**src/hw/seq_pkg.sv**
```systemverilog
// Constants and types shared by the sub-block reset and power-up sequencing design
`default_nettype none
package seq_pkg;
    localparam int unsigned NUM_SUBBLOCKS = 8;
    // Register indices as printed; byte address is four times the index
    localparam logic [9:0] RESET_CTRL_IDX = 10'h002;
    localparam logic [9:0] SEQ_CFG_IDX = 10'h003;
    localparam logic [9:0] MODE_CTRL_IDX = 10'h010;
    localparam logic [9:0] SEQ_STATUS_IDX = 10'h011;
    localparam logic [9:0] RESET_DONE_IDX = 10'h041;
    localparam logic [11:0] RESET_CTRL_ADDR = {RESET_CTRL_IDX, 2'b00};
    localparam logic [11:0] SEQ_CFG_ADDR = {SEQ_CFG_IDX, 2'b00};
    localparam logic [11:0] MODE_CTRL_ADDR = {MODE_CTRL_IDX, 2'b00};
    localparam logic [11:0] SEQ_STATUS_ADDR = {SEQ_STATUS_IDX, 2'b00};
    localparam logic [11:0] RESET_DONE_ADDR = {RESET_DONE_IDX, 2'b00};
    // Field positions
    localparam int unsigned SEL_TRIG_BIT = 7;
    localparam int unsigned RX_WAIT_LSB = 4;
    localparam int unsigned CS_WAIT_LSB = 0;
    localparam int unsigned SEQ_RESTART_BIT = 1;
    localparam int unsigned SPLIT_PINS_BIT = 2;
    // Reset values and field codes
    localparam logic [7:0] SEQ_CFG_RESET = 8'h8A;
    localparam logic [2:0] MODE_CTRL_RESET = 3'h0;
    localparam logic [1:0] POWER_DOWN_MODE_SEL_SEQUENCED = 2'h3;
    localparam logic [2:0] RX_WAIT_NONE = 3'h7;
    // Enable-pulse dividers standing for the ADC and filter clocks
    localparam logic [7:0] ADC_CLK_DIV = 8'h10;
    localparam logic [7:0] FILTER_CLK_DIV = 8'h20;
    // Wait lengths in periods of the respective clock
    localparam logic [8:0] RX_WAIT_PERIODS [0:6] = '{
        9'h020, 9'h02C, 9'h040, 9'h058, 9'h080, 9'h0B0, 9'h100};
    localparam logic [8:0] CS_WAIT_PERIODS [0:15] = '{
        9'h014, 9'h016, 9'h018, 9'h01A, 9'h01C, 9'h01E, 9'h020, 9'h024,
        9'h028, 9'h02C, 9'h030, 9'h034, 9'h042, 9'h03C, 9'h040, 9'h048};

    typedef enum logic [2:0] {
        SEQ_IDLE = 3'b000,
        SEQ_WAIT_LOCK = 3'b001,
        SEQ_RX_WAIT = 3'b010,
        SEQ_CS_WAIT = 3'b011,
        SEQ_RX_HOLD = 3'b100
    } seq_state_type;
endpackage
`default_nettype wire

```
**src/hw/restart_if.sv**
```systemverilog
// Interface between the register block and the sub-block restart controller
`timescale 1ns/100ps
`default_nettype none
interface restart_if;
    logic wr_stb;
    logic [7:0] wr_data;
    logic [7:0] clk_run;
    logic [7:0] restart_low;
    logic [7:0] pending;
    logic [7:0] done;
    modport ctrl (input wr_stb, input wr_data, input clk_run,
                  output restart_low, output pending, output done);
    modport user (output wr_stb, output wr_data, output clk_run,
                  input restart_low, input pending, input done);
endinterface
`default_nettype wire

```
**src/hw/subblock_reset_and_powerup_seq.sv**
```systemverilog
// Sub-block reset control and power-up sequencing timer with AHB-Lite registers
//
// Implementation choice: the AHB-Lite interface to the registers.
`timescale 1ns/100ps
`default_nettype none
module subblock_reset_and_powerup_seq (
    input wire logic sys_clk,
    input wire logic rst,
    input wire logic hsel,
    input wire logic [31:0] haddr,
    input wire logic [1:0] htrans,
    input wire logic hwrite,
    input wire logic [2:0] hsize,
    input wire logic [31:0] hwdata,
    input wire logic hready,
    output logic hreadyout,
    output logic hresp,
    output logic [31:0] hrdata,
    input wire logic select_pin,
    input wire logic data_io_pin,
    input wire logic pll_lock,
    input wire logic carrier_sense,
    input wire logic [7:0] subblock_clk_run,
    output logic adc_ctrl_restart_low,
    output logic gain_ctrl_restart_low,
    output logic shaping_filter_restart_low,
    output logic freq_track_restart_low,
    output logic modulator_sync_restart_low,
    output logic synthesizer_restart_low,
    output logic sequencer_restart_low,
    output logic cal_lock_restart_low,
    output logic synth_power_up,
    output logic rx_power_up
);
    restart_if rif ();

    logic [3:0] pin_level;
    logic [3:0] pin_fall;

    logic dp_valid_q;
    logic dp_valid_d;
    logic dp_write_q;
    logic dp_write_d;
    logic [11:0] dp_addr_q;
    logic [11:0] dp_addr_d;
    logic rd_wait_q;
    logic rd_wait_d;
    logic [31:0] hrdata_q;
    logic [31:0] hrdata_d;
    logic addr_accept;
    logic reg_write;

    logic [7:0] seq_cfg_q;
    logic [7:0] seq_cfg_d;
    logic [2:0] mode_ctrl_q;
    logic [2:0] mode_ctrl_d;

    logic [7:0] adc_div_q;
    logic [7:0] adc_div_d;
    logic [7:0] filt_div_q;
    logic [7:0] filt_div_d;
    logic adc_en_q;
    logic adc_en_d;
    logic filt_en_q;
    logic filt_en_d;

    seq_pkg::seq_state_type state_q;
    seq_pkg::seq_state_type state_d;
    logic [8:0] wait_cnt_q;
    logic [8:0] wait_cnt_d;
    logic trigger;
    logic seq_restart;
    logic [2:0] rx_code;
    logic [3:0] cs_code;
    logic [8:0] rx_limit;
    logic [8:0] cs_limit;

    pin_sync #(
        .N(4)
    ) u_pin_sync (
        .sys_clk(sys_clk),
        .rst(rst),
        .pin_in({carrier_sense, pll_lock, data_io_pin, select_pin}),
        .level(pin_level),
        .fall(pin_fall)
    );

    restart_ctrl u_restart_ctrl (
        .sys_clk(sys_clk),
        .rst(rst),
        .rif(rif.ctrl)
    );

    // Bus slave: writes take no wait state, reads take one
    assign addr_accept = hsel & hready & htrans[1];
    assign reg_write = dp_valid_q & dp_write_q;

    always_comb
    begin
        dp_valid_d = dp_valid_q;
        dp_write_d = dp_write_q;
        dp_addr_d = dp_addr_q;
        rd_wait_d = 1'b0;
        hrdata_d = hrdata_q;
        if (hreadyout)
        begin
            dp_valid_d = 1'b0;
        end
        if (addr_accept)
        begin
            dp_valid_d = 1'b1;
            dp_write_d = hwrite;
            dp_addr_d = {haddr[11:2], 2'b00};
            rd_wait_d = ~hwrite;
        end
        if (rd_wait_q)
        begin
            case (dp_addr_q)
                seq_pkg::RESET_CTRL_ADDR: hrdata_d = {24'h000000, ~rif.pending};
                seq_pkg::SEQ_CFG_ADDR: hrdata_d = {24'h000000, seq_cfg_q};
                seq_pkg::MODE_CTRL_ADDR: hrdata_d = {29'h00000000, mode_ctrl_q};
                seq_pkg::SEQ_STATUS_ADDR:
                    hrdata_d = {27'h0000000, rx_power_up, synth_power_up, state_q};
                seq_pkg::RESET_DONE_ADDR: hrdata_d = {24'h000000, rif.done};
                default: hrdata_d = 32'h00000000;
            endcase
        end
    end

    always_ff @(posedge sys_clk or posedge rst)
    begin
        if (rst)
        begin
            dp_valid_q <= 1'b0;
            dp_write_q <= 1'b0;
            dp_addr_q <= 12'h000;
            rd_wait_q <= 1'b0;
            hrdata_q <= 32'h00000000;
        end
        else
        begin
            dp_valid_q <= dp_valid_d;
            dp_write_q <= dp_write_d;
            dp_addr_q <= dp_addr_d;
            rd_wait_q <= rd_wait_d;
            hrdata_q <= hrdata_d;
        end
    end

    assign hreadyout = ~rd_wait_q;
    assign hresp = 1'b0;
    assign hrdata = hrdata_q;

    // Register file
    always_comb
    begin
        seq_cfg_d = seq_cfg_q;
        mode_ctrl_d = mode_ctrl_q;
        if (reg_write && dp_addr_q == seq_pkg::SEQ_CFG_ADDR)
        begin
            seq_cfg_d = hwdata[7:0];
        end
        if (reg_write && dp_addr_q == seq_pkg::MODE_CTRL_ADDR)
        begin
            mode_ctrl_d = hwdata[2:0];
        end
    end

    always_ff @(posedge sys_clk or posedge rst)
    begin
        if (rst)
        begin
            seq_cfg_q <= seq_pkg::SEQ_CFG_RESET;
            mode_ctrl_q <= seq_pkg::MODE_CTRL_RESET;
        end
        else
        begin
            seq_cfg_q <= seq_cfg_d;
            mode_ctrl_q <= mode_ctrl_d;
        end
    end

    assign rif.wr_stb = reg_write && dp_addr_q == seq_pkg::RESET_CTRL_ADDR;
    assign rif.wr_data = hwdata[7:0];
    assign rif.clk_run = subblock_clk_run;

    assign adc_ctrl_restart_low = rif.restart_low[7];
    assign gain_ctrl_restart_low = rif.restart_low[6];
    assign shaping_filter_restart_low = rif.restart_low[5];
    assign freq_track_restart_low = rif.restart_low[4];
    assign modulator_sync_restart_low = rif.restart_low[3];
    assign synthesizer_restart_low = rif.restart_low[2];
    assign sequencer_restart_low = rif.restart_low[1];
    assign cal_lock_restart_low = rif.restart_low[0];
    assign seq_restart = ~rif.restart_low[seq_pkg::SEQ_RESTART_BIT];

    // Enable pulses standing for the ADC and filter clocks
    always_comb
    begin
        adc_div_d = adc_div_q + 8'h01;
        adc_en_d = 1'b0;
        filt_div_d = filt_div_q + 8'h01;
        filt_en_d = 1'b0;
        if (adc_div_q == seq_pkg::ADC_CLK_DIV - 8'h01)
        begin
            adc_div_d = 8'h00;
            adc_en_d = 1'b1;
        end
        if (filt_div_q == seq_pkg::FILTER_CLK_DIV - 8'h01)
        begin
            filt_div_d = 8'h00;
            filt_en_d = 1'b1;
        end
    end

    always_ff @(posedge sys_clk or posedge rst)
    begin
        if (rst)
        begin
            adc_div_q <= 8'h00;
            filt_div_q <= 8'h00;
            adc_en_q <= 1'b0;
            filt_en_q <= 1'b0;
        end
        else
        begin
            adc_div_q <= adc_div_d;
            filt_div_q <= filt_div_d;
            adc_en_q <= adc_en_d;
            filt_en_q <= filt_en_d;
        end
    end

    // Start condition for a sequencing run
    always_comb
    begin
        trigger = 1'b0;
        if (mode_ctrl_q[1:0] == seq_pkg::POWER_DOWN_MODE_SEL_SEQUENCED)
        begin
            if (seq_cfg_q[seq_pkg::SEL_TRIG_BIT])
            begin
                trigger = pin_fall[0];
            end
            else
            begin
                trigger = pin_fall[1] & mode_ctrl_q[seq_pkg::SPLIT_PINS_BIT];
            end
        end
    end

    assign rx_code = seq_cfg_q[seq_pkg::RX_WAIT_LSB +: 3];
    assign cs_code = seq_cfg_q[seq_pkg::CS_WAIT_LSB +: 4];
    assign rx_limit = (rx_code == seq_pkg::RX_WAIT_NONE) ? 9'h000
                                                         : seq_pkg::RX_WAIT_PERIODS[rx_code];
    assign cs_limit = seq_pkg::CS_WAIT_PERIODS[cs_code];

    // Power-up sequencer
    always_comb
    begin
        state_d = state_q;
        wait_cnt_d = wait_cnt_q;
        case (state_q)
            seq_pkg::SEQ_IDLE:
            begin
                if (trigger)
                begin
                    state_d = seq_pkg::SEQ_WAIT_LOCK;
                    wait_cnt_d = 9'h000;
                end
            end
            seq_pkg::SEQ_WAIT_LOCK:
            begin
                if (pin_level[2])
                begin
                    wait_cnt_d = 9'h000;
                    if (rx_code == seq_pkg::RX_WAIT_NONE)
                    begin
                        state_d = seq_pkg::SEQ_CS_WAIT;
                    end
                    else
                    begin
                        state_d = seq_pkg::SEQ_RX_WAIT;
                    end
                end
            end
            seq_pkg::SEQ_RX_WAIT:
            begin
                if (wait_cnt_q >= rx_limit)
                begin
                    state_d = seq_pkg::SEQ_CS_WAIT;
                    wait_cnt_d = 9'h000;
                end
                else if (adc_en_q)
                begin
                    wait_cnt_d = wait_cnt_q + 9'h001;
                end
            end
            seq_pkg::SEQ_CS_WAIT:
            begin
                if (pin_level[3])
                begin
                    state_d = seq_pkg::SEQ_RX_HOLD;
                end
                else if (wait_cnt_q >= cs_limit)
                begin
                    state_d = seq_pkg::SEQ_IDLE;
                    wait_cnt_d = 9'h000;
                end
                else if (filt_en_q)
                begin
                    wait_cnt_d = wait_cnt_q + 9'h001;
                end
            end
            seq_pkg::SEQ_RX_HOLD:
            begin
                // Receiver stays up while the carrier is present
                if (!pin_level[3])
                begin
                    state_d = seq_pkg::SEQ_IDLE;
                end
            end
            default:
            begin
                state_d = seq_pkg::SEQ_IDLE;
                wait_cnt_d = 9'h000;
            end
        endcase
        if (mode_ctrl_q[1:0] != seq_pkg::POWER_DOWN_MODE_SEL_SEQUENCED)
        begin
            state_d = seq_pkg::SEQ_IDLE;
        end
        if (seq_restart)
        begin
            state_d = seq_pkg::SEQ_IDLE;
            wait_cnt_d = 9'h000;
        end
    end

    always_ff @(posedge sys_clk or posedge rst)
    begin
        if (rst)
        begin
            state_q <= seq_pkg::SEQ_IDLE;
            wait_cnt_q <= 9'h000;
        end
        else
        begin
            state_q <= state_d;
            wait_cnt_q <= wait_cnt_d;
        end
    end

    assign synth_power_up = state_q != seq_pkg::SEQ_IDLE;
    assign rx_power_up = state_q == seq_pkg::SEQ_CS_WAIT || state_q == seq_pkg::SEQ_RX_HOLD;
endmodule // subblock_reset_and_powerup_seq
`default_nettype wire

```
**src/hw/pin_sync.sv**
```systemverilog
// Two-stage synchronisers with falling-edge detection for pin inputs
`timescale 1ns/100ps
`default_nettype none
module pin_sync #(
    parameter int unsigned N = 4
) (
    input wire logic sys_clk,
    input wire logic rst,
    input wire logic [N-1:0] pin_in,
    output logic [N-1:0] level,
    output logic [N-1:0] fall
);
    logic [N-1:0] meta_q;
    logic [N-1:0] sync_q;
    logic [N-1:0] prev_q;

    genvar i;
    generate
        for (i = 0; i < N; i++)
        begin : g_pin
            always_ff @(posedge sys_clk or posedge rst)
            begin
                if (rst)
                begin
                    meta_q[i] <= 1'b1;
                    sync_q[i] <= 1'b1;
                    prev_q[i] <= 1'b1;
                end
                else
                begin
                    meta_q[i] <= pin_in[i];
                    sync_q[i] <= meta_q[i];
                    prev_q[i] <= sync_q[i];
                end
            end
            assign level[i] = sync_q[i];
            assign fall[i] = prev_q[i] & ~sync_q[i];
        end
    endgenerate
endmodule // pin_sync
`default_nettype wire

```
**src/hw/restart_ctrl.sv**
```systemverilog
// Self-clearing active-low restart of eight digital sub-blocks
`timescale 1ns/100ps
`default_nettype none
module restart_ctrl (
    input wire logic sys_clk,
    input wire logic rst,
    restart_if.ctrl rif
);
    logic [7:0] pending_q;
    logic [7:0] pending_d;
    logic [7:0] pulse_q;
    logic [7:0] pulse_d;
    logic [7:0] done_q;
    logic [7:0] done_d;

    genvar i;
    generate
        for (i = 0; i < seq_pkg::NUM_SUBBLOCKS; i++)
        begin : g_bit
            always_comb
            begin
                pending_d[i] = pending_q[i];
                pulse_d[i] = 1'b0;
                done_d[i] = done_q[i];
                if (pending_q[i] && rif.clk_run[i])
                begin
                    // Restart fires only while the sub-block clock runs
                    pending_d[i] = 1'b0;
                    pulse_d[i] = 1'b1;
                end
                if (pulse_q[i])
                begin
                    done_d[i] = 1'b1;
                end
                // A new write wins over completion in the same cycle
                if (rif.wr_stb && !rif.wr_data[i])
                begin
                    pending_d[i] = 1'b1;
                    done_d[i] = 1'b0;
                end
            end
        end
    endgenerate

    always_ff @(posedge sys_clk or posedge rst)
    begin
        if (rst)
        begin
            pending_q <= 8'hFF;
            pulse_q <= 8'h00;
            done_q <= 8'h00;
        end
        else
        begin
            pending_q <= pending_d;
            pulse_q <= pulse_d;
            done_q <= done_d;
        end
    end

    assign rif.restart_low = ~pulse_q;
    assign rif.pending = pending_q;
    assign rif.done = done_q;
endmodule // restart_ctrl
`default_nettype wire

```
**config.mk**
```make
export PLATFORM = sky130hd
export DESIGN_NAME = subblock_reset_and_powerup_seq
export DESIGN_NICKNAME = d
export VERILOG_FILES = /design/src/hw/seq_pkg.sv /design/src/hw/restart_if.sv /design/src/hw/subblock_reset_and_powerup_seq.sv /design/src/hw/pin_sync.sv /design/src/hw/restart_ctrl.sv
export SDC_FILE = /design/constraint.sdc
export NUM_CORES = 1
export LEC_CHECK = 0
export CORE_MARGIN = 2
export CORE_UTILIZATION = 40
export DETAILED_ROUTE_END_ITERATION = 10
export DONT_BUFFER_PORTS = 1
export PLACE_DENSITY = 0.58
export REMOVE_ABC_BUFFERS = 1
export SLEW_MARGIN = 20
export SYNTH_ARGS = -nofsm -noshare
export SYNTH_HDL_FRONTEND = slang
export SYNTH_SLANG_ARGS = --single-unit
```
**constraint.sdc**
```tcl
create_clock -name sys_clk -period 4.1 [get_ports sys_clk]
set_input_delay 0.82 -clock sys_clk [delete_from_list [all_inputs] [get_ports sys_clk]]
set_output_delay 0.82 -clock sys_clk [all_outputs]
set_load 0.005 [all_outputs]
```
Word level (Yosys, flattened, before mapping)
Memories as Yosys holds them, arrays and structs flattened.
Cells that the tools add are included.
{"block": "totals", "elab_cells": 211, "latchBits": 0, "ramBits": 0, "reg_bits": 120, "rom_bits": 216, "in_bits": 86, "mem_count": 2}
{"block": "op_classes", "addsub": 3, "n_lt_le_gt_ge": 4, "n_bitwise": 14, "n_div": 0, "n_eq_ne": 26, "reduce_logical": 48, "multipliers": 0, "n_shift": 0, "muxes": 74}
{"memory": "(no name shown)", "depth": 16, "width": 9, "read_ports": 1, "rd_clocked_by_memory_dff": 0, "write_ports": 0, "line": "subblock_reset_and_powerup_seq.sv:255", "rtl": "assign cs_limit = seq_pkg::CS_WAIT_PERIODS[cs_code];"}
{"memory": "(no name shown)", "depth": 8, "width": 9, "read_ports": 1, "rd_clocked_by_memory_dff": 0, "write_ports": 0, "line": "subblock_reset_and_powerup_seq.sv:254", "rtl": ": seq_pkg::RX_WAIT_PERIODS[rx_code];"}
{"operator": "$mux W9", "count": 13}
{"operator": "$mux W1", "count": 48}
{"operator": "$pmux W9 S5", "count": 1}
{"operator": "$pmux W8 S5", "count": 1}
{"operator": "$reduce_bool A2 Y1", "count": 16}
{"operator": "$mux W3", "count": 8}
{"operator": "$eq A10 B2 Y1 const B", "count": 2}
{"operator": "$eq A10 B5 Y1 const B", "count": 2}
{"operator": "$ne A4 B4 Y1 const B", "count": 5}
{"operator": "$logic_and A1 B1 Y1", "count": 19}
{"operator": "$ge A9 B9 Y1", "count": 2}
{"operator": "$add A8 B1 Y8 const B", "count": 2}
{"operator": "$mux W8", "count": 2}
{"operator": "$not A8 Y8", "count": 2}
{"operator": "$pmux W3 S5", "count": 1}
{"operator": "$eq A10 B7 Y1 const B", "count": 1}
{"operator": "$add A9 B1 Y9 const B", "count": 1}
{"operator": "$eq A8 B4 Y1 const B", "count": 1}
{"operator": "$eq A8 B5 Y1 const B", "count": 1}
{"operator": "$logic_not A1 Y1", "count": 8}
{"operator": "$and A1 B1 Y1", "count": 6}
{"operator": "$eq A3 B2 Y1 const B", "count": 2}
{"operator": "$eq A3 B3 Y1 const B", "count": 2}
{"operator": "$ne A3 B3 Y1 const B", "count": 2}
{"operator": "17 further kinds", "count": 21}

Logic depth before layout (Yosys ltp)
Gate-level depths: netlist (run 1).
{"block": "logic_depth", "depth_word": 10, "mapped_depth": 13, "mapped_depth_nobuf": 11}

Hierarchy
A second synthesis (run 1) with hierarchy kept.
{"block": "unflattened", "cells_unflattened": 447, "area_unflattened_um2": 4889.7}
{"mod": "subblock_reset_and_powerup_seq", "instances": 1, "area_each_um2": 3648.5, "cells_per_inst": 363, "seq_area_each_um2": 1555.2}
{"mod": "restart_ctrl", "instances": 1, "area_each_um2": 867.1, "cells_per_inst": 67, "seq_area_each_um2": 610.6}
{"mod": "pin_sync", "instances": 1, "area_each_um2": 374.1, "cells_per_inst": 17, "seq_area_each_um2": 315.3}

Worst setup path before layout (run 1)
Ideal clock, no wire load.
{"block": "synth_path", "kind": "register to register", "start": "register seq_cfg_q[3]", "end": "register wait_cnt_q[5]", "stages_incl_launch_ff": 11, "arrival_time_ns": 2.603, "setup_ns": 0.137, "slack_ns": 1.360, "path_cell_list": "dfstp_2 clkbuf_1 nand3_1 ha_1 a2111oi_2 nand3_1 or3_1 buf_6 o21a_1 nand4_4 o32ai_2"}
{"block": "synth_via", "elab_chain_cells": 9, "word_cells_on_any_way": 11, "classes_between": "order compare: 1; eq/ne: 1; mux: 6; bitwise: 1; reduce/logical: 1; memory: 1"}
{"element": "from (decl)", "line": "subblock_reset_and_powerup_seq.sv:53", "rtl": "logic [7:0] seq_cfg_q;"}
{"element": "from (signal assigned)", "line": "subblock_reset_and_powerup_seq.sv:173", "rtl": "seq_cfg_q <= seq_pkg::SEQ_CFG_RESET;"}
{"element": "from (signal assigned)", "line": "subblock_reset_and_powerup_seq.sv:178", "rtl": "seq_cfg_q <= seq_cfg_d;"}
{"element": "$not A4 Y5 (not written as such) *", "line": "subblock_reset_and_powerup_seq.sv:255"}
{"element": "$mem_v2 Z16 W9 *"}
{"element": "$mux W9 (not written as such) * (2 in a row)", "line": "subblock_reset_and_powerup_seq.sv:255"}
{"element": "$ge A9 B9 Y1 *", "line": "subblock_reset_and_powerup_seq.sv:304", "rtl": "else if (wait_cnt_q >= cs_limit)"}
{"element": "$mux W9", "line": "subblock_reset_and_powerup_seq.sv:304"}
{"element": "$mux W9", "line": "subblock_reset_and_powerup_seq.sv:300", "rtl": "if (pin_level[3])"}
{"element": "$pmux W9 S5", "line": "subblock_reset_and_powerup_seq.sv:262", "rtl": "case (state_q)"}
{"element": "$mux W9", "line": "subblock_reset_and_powerup_seq.sv:332", "rtl": "if (seq_restart)"}
{"element": "to (signal assigned)", "line": "subblock_reset_and_powerup_seq.sv:349", "rtl": "wait_cnt_q <= wait_cnt_d;"}
{"element": "to (decl)", "line": "subblock_reset_and_powerup_seq.sv:69", "rtl": "logic [8:0] wait_cnt_q;"}
Every way passes the cells marked *; elsewhere a longest branch is shown, timed or not. The select of a mux whose other input is x is not followed.
A chain may end at the register's enable or synchronous reset.

Worst setup path after layout (run 1)
{"block": "layout_path", "start": "register seq_cfg_q[1]", "end": "register wait_cnt_q[5]"}
The elaborated chain is that of the path after synthesis.

==> impl_metrics.tcl, run 1 <==
set metrics [dict create \
    pwr-share-clk 0.408 \
    startpoint "seq_cfg_q[1]" \
    crit_top_cell "nand3_1" \
    critPathBufInv 0 \
    cts_sinks 96 \
    final_antenna_net_count 0 \
    port_buffers 0 \
    seqPwrFrac 0.527 \
    crit_fanout 11 \
    first_pass_iters 4 \
    cp_num_cells 9 \
    rsz0062_at_grt "false" \
    fin_nets 531 \
    p_leak_uw 0.00216 \
    fp.dieH_um 115 \
    synthesis.area_um2 4930 \
    synth_edf_count 0 \
    grt_pass1_wl_um 15600 \
    r2r-end "wait_cnt_q[5]" \
    max_stage_delay_ps 620 \
    grt_pass1_vias 3042 \
    cts_resized 0 \
    grt_remaining_overflow 0 \
    ys_top_cells_by_area "dfrtp_1 38%, dfstp_2 11%, mux2_2 5.0%" \
    pin_count 130 \
    grt-busiest-layer "met2" \
    hold_viol 0 \
    synthAdderAreaFrac 0.0483 \
    met2_usage 0.231 \
    path_cells "nand2b_1 > nand3_1 > ha_1 > a2111oi_2 > nand3_1 > or3_1 > o21ai_4 > nand4_4 > o32ai_2" \
    die-area_um2 13200 \
    post-route-min-period_ps 3030 \
    yosysWarningCount 0 \
    synth-seq-cells 96 \
    fin_crit_sh 0.740 \
    routabilityCongestion 0.815 \
    grt_use_total 0.151 \
    cp_data_required_time_ps 4350 \
    syn_to_final_growth_pct 6.63 \
    cp_data_arrival_time_ps 3280 \
    synth_top_area_frac 0.381 \
    worstMarginPinSlew_ps 935 \
    peakVddDrop_mv 0.207 \
    clk_pin_slew_ps 70 \
    fillers 1106 \
    reg2reg_depth 9 \
    critPathCapture "wait_cnt_q[5]" \
    cts_tree "built" \
    place_inst 562 \
    setup_viol 0 \
    clock_skew_ps 10.1 \
    synth_seq_area_share 0.493 \
    ff2ff_setup_slack_ps 1070 \
    clk_latency_ps 350 \
    power_density_nw_per_um2 378 \
    yosysUniqueCellTypes 68 \
    cpMaxStageDelayCell "dfstp_2" \
    setup_tns_ps 0 \
    p_comb_frac 0.064 \
    root_buffer "clkbuf_16" \
    cts_hold_buffers 0 \
    cts_buffer_depth 2 \
    htreeDepth 3 \
    antenna_found_initial 0 \
    status "finished, final reports clean" \
    start_util 0.410 \
    internal_power_uw 1490 \
    drive_above_1_share 0.223 \
    synth_top_family_by_area "compound AO/OA/AOI/OAI gates" \
    cap_violations 0 \
    routedWlPerCell_um 16.6 \
    synth_area_leader_cell "dfrtp_1" \
    final_cells 578 \
    drt-initial-drc-count 151 \
    core_area_um2 12000 \
    vias_per_cell 5.51 \
    hold_path_class "register to register" \
    cts_buffers 9 \
    synth_compound_area_frac 0.169 \
    drv_slew 0 \
    met1_usage 0.213 \
    synthMuxAreaShare 0.0617 \
    die_w_um 115 \
    synth_cells 424 \
    synth_xor_area_frac 0.0196 \
    post_cts.repair.setup_buffers 0 \
    async_reset_ff_frac 1.00 \
    r2r-start "seq_cfg_q[1]" \
    wl_um 9590 \
    switching_share 0.249 \
    synth_area_per_cell_um2 11.6 \
    rows 40 \
    synth-simple-area-share 0.132 \
    p_switching_uw 494 \
    crit_path_end_kind "register" \
    synthFlopType "dfrtp_1" \
    crit_path_start_kind "register" \
    num_vias 3183 \
    antenna_cells 0 \
    drc 0 \
    fmax_mhz 330 \
    met3_usage 0.0232 \
    grt_max_degree 78 \
    path_class "register to register" \
    dp_hpwl_um 7040 \
    crit_family "simple AND/OR/NAND/NOR gates" \
    slew_headroom 0.377 \
]
==> cell usage in the layout, fill, tap and decap left out, drive strengths merged, types with 6 or more instances in the layout <==
cell type and count:
dfrtp 75, inv 34, mux2 27, nand2 26, conb 25, dfstp 21
nor2 19, ha 19, nand3 18, o21ai 11, a21oi 10, clkbuf 10
nand2b 9, o22ai 9, o32ai 9, o22a 8, and2 8, a211oi 7
nand4 7, or3 6, xnor2 6
==> state kept, by name, indices dropped and copies added, names as in the netlist <==
signal	flops
adc_en_q	1
dp_valid_q	1
u_pin_sync.level	4
mode_ctrl_q	3
u_restart_ctrl.rif.done	8
filt_en_q	1
dp_write_q	1
u_pin_sync.prev_q	2
u_restart_ctrl.pulse_q	8
dp_addr_q	10
rd_wait_q	1
seq_cfg_q	8
adc_div_q	8
filt_div_q	8
hrdata	8
state_q	3
wait_cnt_q	9
u_restart_ctrl.rif.pending	8
u_pin_sync.meta_q	4
==> metrics by stage <==
step                setup slack [ps]  instance area [um^2]   util  hold WS, ps  power (uW)
finish                          1070                  5250  0.437          348        1990
floorplan                        809                  4770      -          345        1160
CTS                             1060                  5250  0.437          350        2010
global placement                1120                  4960  0.413          348        1190
global route                     852                  5250  0.437          348        2070
detailed placement              1100                  4960  0.413          347        1190
==> cell families (layout without fill, tap and decap cells) <==
| family | count (synthesis) | count (layout) |
|---|---|---|
| other cells | 1 | 25 |
| compound gates | 90 | 90 |
| flops | 96 | 96 |
| simple gates | 113 | 113 |
| fa+ha+maj | 19 | 19 |
| mux | 27 | 27 |
| xor+xnor | 11 | 11 |
| buf+inv | 67 | 50 |
==> synthesized netlist by cell type (3+ instances only) <==
| cell | count |
|---|---|
| dfrtp_1 | 75 |
| inv_1 | 32 |
| buf_4 | 25 |
| nand2_1 | 25 |
| mux2_2 | 22 |
| dfstp_2 | 21 |
| ha_1 | 19 |
| nor2_1 | 19 |
| nand3_1 | 15 |
| a21oi_1 | 9 |
| nand2b_1 | 9 |
| o21ai_0 | 9 |
| and2_1 | 8 |
| o22a_1 | 8 |
| o22ai_2 | 8 |
| a211oi_1 | 7 |
| o32ai_2 | 7 |
| nand4_1 | 6 |
| or3_1 | 6 |
| xnor2_1 | 6 |
| a222oi_1 | 5 |
| clkbuf_1 | 5 |
| mux2_1 | 5 |
| o2bb2ai_1 | 5 |
| xor2_1 | 5 |
| a21o_1 | 3 |
| a31oi_1 | 3 |
| and3_1 | 3 |
| nand3b_1 | 3 |
| nor3_1 | 3 |
| o211ai_1 | 3 |
==> layer usage <==
metal,vias to the layer above,share of wire
li1,1500,-
met1,1604,0.48
met2,69,0.47
met3,10,0.035
met4,0,0.017
met5,-,0
==> area by class of cell <==
class | instances | area [um^2] | share of cell area
clock buffers | 10 | 239 | 0.0455
well taps | 147 | 184 | 0.0350
clock inverters | 6 | 51.3 | 0.00977
repair buffers | 1 | 7.51 | 0.00143
inverters | 33 | 128 | 0.0243
flip-flops and latches | 96 | 2430 | 0.462
multi-input cells | 285 | 2210 | 0.422
==> power groups by stage <==
| stage | clock network (uW) | registers (uW) | logic (uW) |
|---|---|---|---|
| CTS | 836 | 1050 | 130 |
| global route | 872 | 1050 | 146 |
| detailed placement | 0 | 1070 | 130 |
| floorplan | 0 | 1050 | 110 |
| finish | 811 | 1050 | 128 |
| global placement | 0 | 1060 | 126 |
==> worst register-to-register path: stages, from the launching register on <==
cell and delay (ps):
dfstp_2 620, nand2b_1 150, nand3_1 100, ha_1 330, a2111oi_2 380, nand3_1 110, or3_1 550, o21ai_4 220
nand4_4 190, o32ai_2 290
==> how the worst min path moves through the flow <==
stage / startpoint / endpoint / slack [ps] / cells past startpoint
after floorplan: u_pin_sync.meta_q[0] / u_pin_sync.level[0] / 350 / 0
after global placement: u_pin_sync.meta_q[1] / u_pin_sync.level[1] / 350 / 0
after detailed placement: u_pin_sync.meta_q[3] / u_pin_sync.level[3] / 350 / 0
after CTS: u_pin_sync.meta_q[3] / u_pin_sync.level[3] / 350 / 0
after global routing: u_pin_sync.meta_q[3] / u_pin_sync.level[3] / 350 / 0
final: u_pin_sync.meta_q[3] / u_pin_sync.level[3] / 350 / 0
Power figures use the tool's default switching activity.
==> run 2, diff against run 1 <==
- ABC_AREA: unset -> 1
- clock period: 4.1 -> 3 ns (I/O delays scaled with it)
==> run 2 against run 1 <==
- non-clock buffer count unchanged
- final area grew 8.0%
- clock power increased by 57%
- critical path type unchanged
- largest cell class unchanged
==> impl_metrics.tcl, run 2 <==
set metrics [dict create \
    drv_slew 0 \
    fin_total_pwr_uw 3550 \
    die_w_um 118 \
    path_class "register to register" \
    fmax_mhz 427 \
    fin_nets 738 \
    async_reset_ff_frac 1.00 \
    peakVddDrop_mv 0.535 \
    grt_max_degree 60 \
    status "finished, final reports clean" \
    drt-initial-drc-count 167 \
    r2r-start "seq_cfg_q[1]" \
    pre_cts_slack_ps 657 \
    startpoint "seq_cfg_q[1]" \
    dp_hpwl_um 8170 \
    cts_resized 0 \
    final_cell_mix "158 x nand2_1, 97 x inv_1, 75 x dfrtp_1" \
    port_buffers 0 \
    cts_sinks 96 \
    syn_to_final_growth_pct 8.76 \
    first_pass_iters 4 \
    hold_path_class "input pin to async pin" \
    core_area_um2 12700 \
    setup_tns_ps 0 \
    num_vias 3890 \
    crit_fanout 8 \
    vias_per_cell 4.80 \
    routedWlPerCell_um 13.5 \
    clk_latency_ps 350 \
    post-route-min-period_ps 2340 \
    synthesis.area_um2 5220 \
    crit_path_start_kind "register" \
    pin_count 130 \
    grt_use_total 0.170 \
    top_register "dp_addr_q" \
    ys_top_cells_by_area "dfrtp_1 36%, nand2_1 11%, dfstp_2 11%" \
    cts_buffer_depth 2 \
    cap_violations 0 \
    yosysWarningCount 0 \
    antenna_cells 0 \
    synth_most_common_cell "nand2_1" \
    root_buffer "clkbuf_16" \
    synth-seq-cells 96 \
    clk_pin_slew_ps 70 \
    final_antenna_net_count 0 \
    fin_area_um2 5670 \
    cp_data_required_time_ps 3240 \
    cts_hold_buffers 0 \
    clock_skew_ps 6.01 \
    grt_pass1_vias 3754 \
    post_cts.repair.setup_buffers 0 \
    synthFlopType "dfrtp_1" \
    largest_reg_flops 10 \
    yosysUniqueCellTypes 41 \
    grt_remaining_overflow 0 \
    final_common_cell "nand2_1" \
    setup_ws_ps 658 \
    cp_data_arrival_time_ps 2590 \
    cts_buffers 9 \
    synth_area_per_cell_um2 8.33 \
    power_density_nw_per_um2 625 \
    fp.dieH_um 118 \
    routabilityCongestion 0.819 \
    fin_crit_sh 0.781 \
    synth_edf_count 0 \
    grt_pass1_wl_um 18900 \
    synth_seq_area_share 0.466 \
    drive_above_1_share 0.133 \
    die-area_um2 14000 \
    synth_cells 626 \
    synth_area_leader_cell "dfrtp_1" \
    cts_tree "built" \
    regArea_um2 2430 \
    worstMarginPinSlew_ps 743 \
    htreeDepth 3 \
    crit_path_end_kind "register" \
    top_regs "dp_addr_q x10, wait_cnt_q x9" \
    wl_um 11000 \
    rows 41 \
    start_util 0.412 \
    synthTopCellsByCount "158 x nand2_1, 98 x inv_1, 75 x dfrtp_1, 49 x nor2_1, 32 x nand3_1" \
    antenna_found_initial 0 \
    multi_input_area_um2 2280 \
    fillers 1252 \
    hold_viol 0 \
    drc 0 \
    setup_viol 0 \
    synth_top_area_frac 0.360 \
    fin_hold_ws_ps 247 \
    placed_area_um2 5340 \
    rsz0062_at_grt "false" \
    p_leak_uw 0.00291 \
    slew_headroom 0.505 \
]
run 2: cell types whose count changed after synthesis, sizes merged, moves of 6 or more:
cell / change
nand3: +22
o32ai: -9
o21ai: +29
o22a: -8
a211oi: -7
mux2: -20
or3: -6
nand2: +140
nor2: +39
nand2b: -9
and2: -7
a21oi: +12
inv: +71
run 2: layer usage:
layer / share of wire / vias to the layer above / global-route usage
li1: - / 1948 / -
met1: 0.47 / 1856 / 0.237
met2: 0.47 / 77 / 0.263
met3: 0.043 / 9 / 0.0299
met4: 0.014 / 0 / 0.0708
met5: 0 / - / 0
run 2: power breakdown:
part           leakage, uW  total (uW)  switching, uW  internal, uW
Sequential         0.00116        1500            103          1390
Clock             0.000166        1270            500           773
Combinational      0.00158         779            526           253
Total              0.00291        3550           1130          2420
run 2: cell type report:
class,instances,area share
clock buffers,13,0.0516
clock inverters,3,0.00772
inverters,103,0.0686
multi-input cells,422,0.402
flip-flops and latches,96,0.428
well taps,172,0.0379
repair buffers,1,0.00353
run 2: worst max-delay path: stages (launching register included):
cell     delay (ps)
dfstp_2         570
inv_1            90
a21oi_1         200
a21oi_1         100
ha_1            300
nand2_1          80
nor2_1          100
nand2_1          60
nand2_1          50
nand2_1         120
nand3_2         130
nand4_2         240
nand2_1         130
nand2_1          50
run 2: kinds of logic after synthesis:
| logic type | Yosys count | share of synthesized area |
|---|---|---|
| simple gates | 286 | 0.262 |
| buf+inv | 132 | 0.114 |
| flops | 96 | 0.466 |
| compound gates | 72 | 0.0751 |
| fa+ha+maj | 19 | 0.0456 |
| xor+xnor | 13 | 0.0218 |
| mux | 7 | 0.0151 |
| other cells | 1 | 0.000719 |
run 2: stage by stage:
| stage | utilization | std cells |
|---|---|---|
| 2_1_floorplan | - | 621 |
| 3_3_place_gp | 0.421 | 794 |
| 3_5_place_dp | 0.421 | 794 |
| 4_1_cts | 0.448 | 810 |
| 5_1_grt | 0.448 | 810 |
| 6_report | 0.448 | 810 |
run 2: final timing paths:
check                                                end  slack [ps]  depth (start not counted)
max                                        wait_cnt_q[5]         660                         13
min                                         adc_div_q[0]         250                          1
max reg2reg                                wait_cnt_q[5]         660                         13
min reg2reg                          u_pin_sync.level[1]         360                          0
max in group asynchronous  u_restart_ctrl.rif.pending[5]        2010                          2
min in group sys_clk                u_pin_sync.meta_q[0]         250                          0
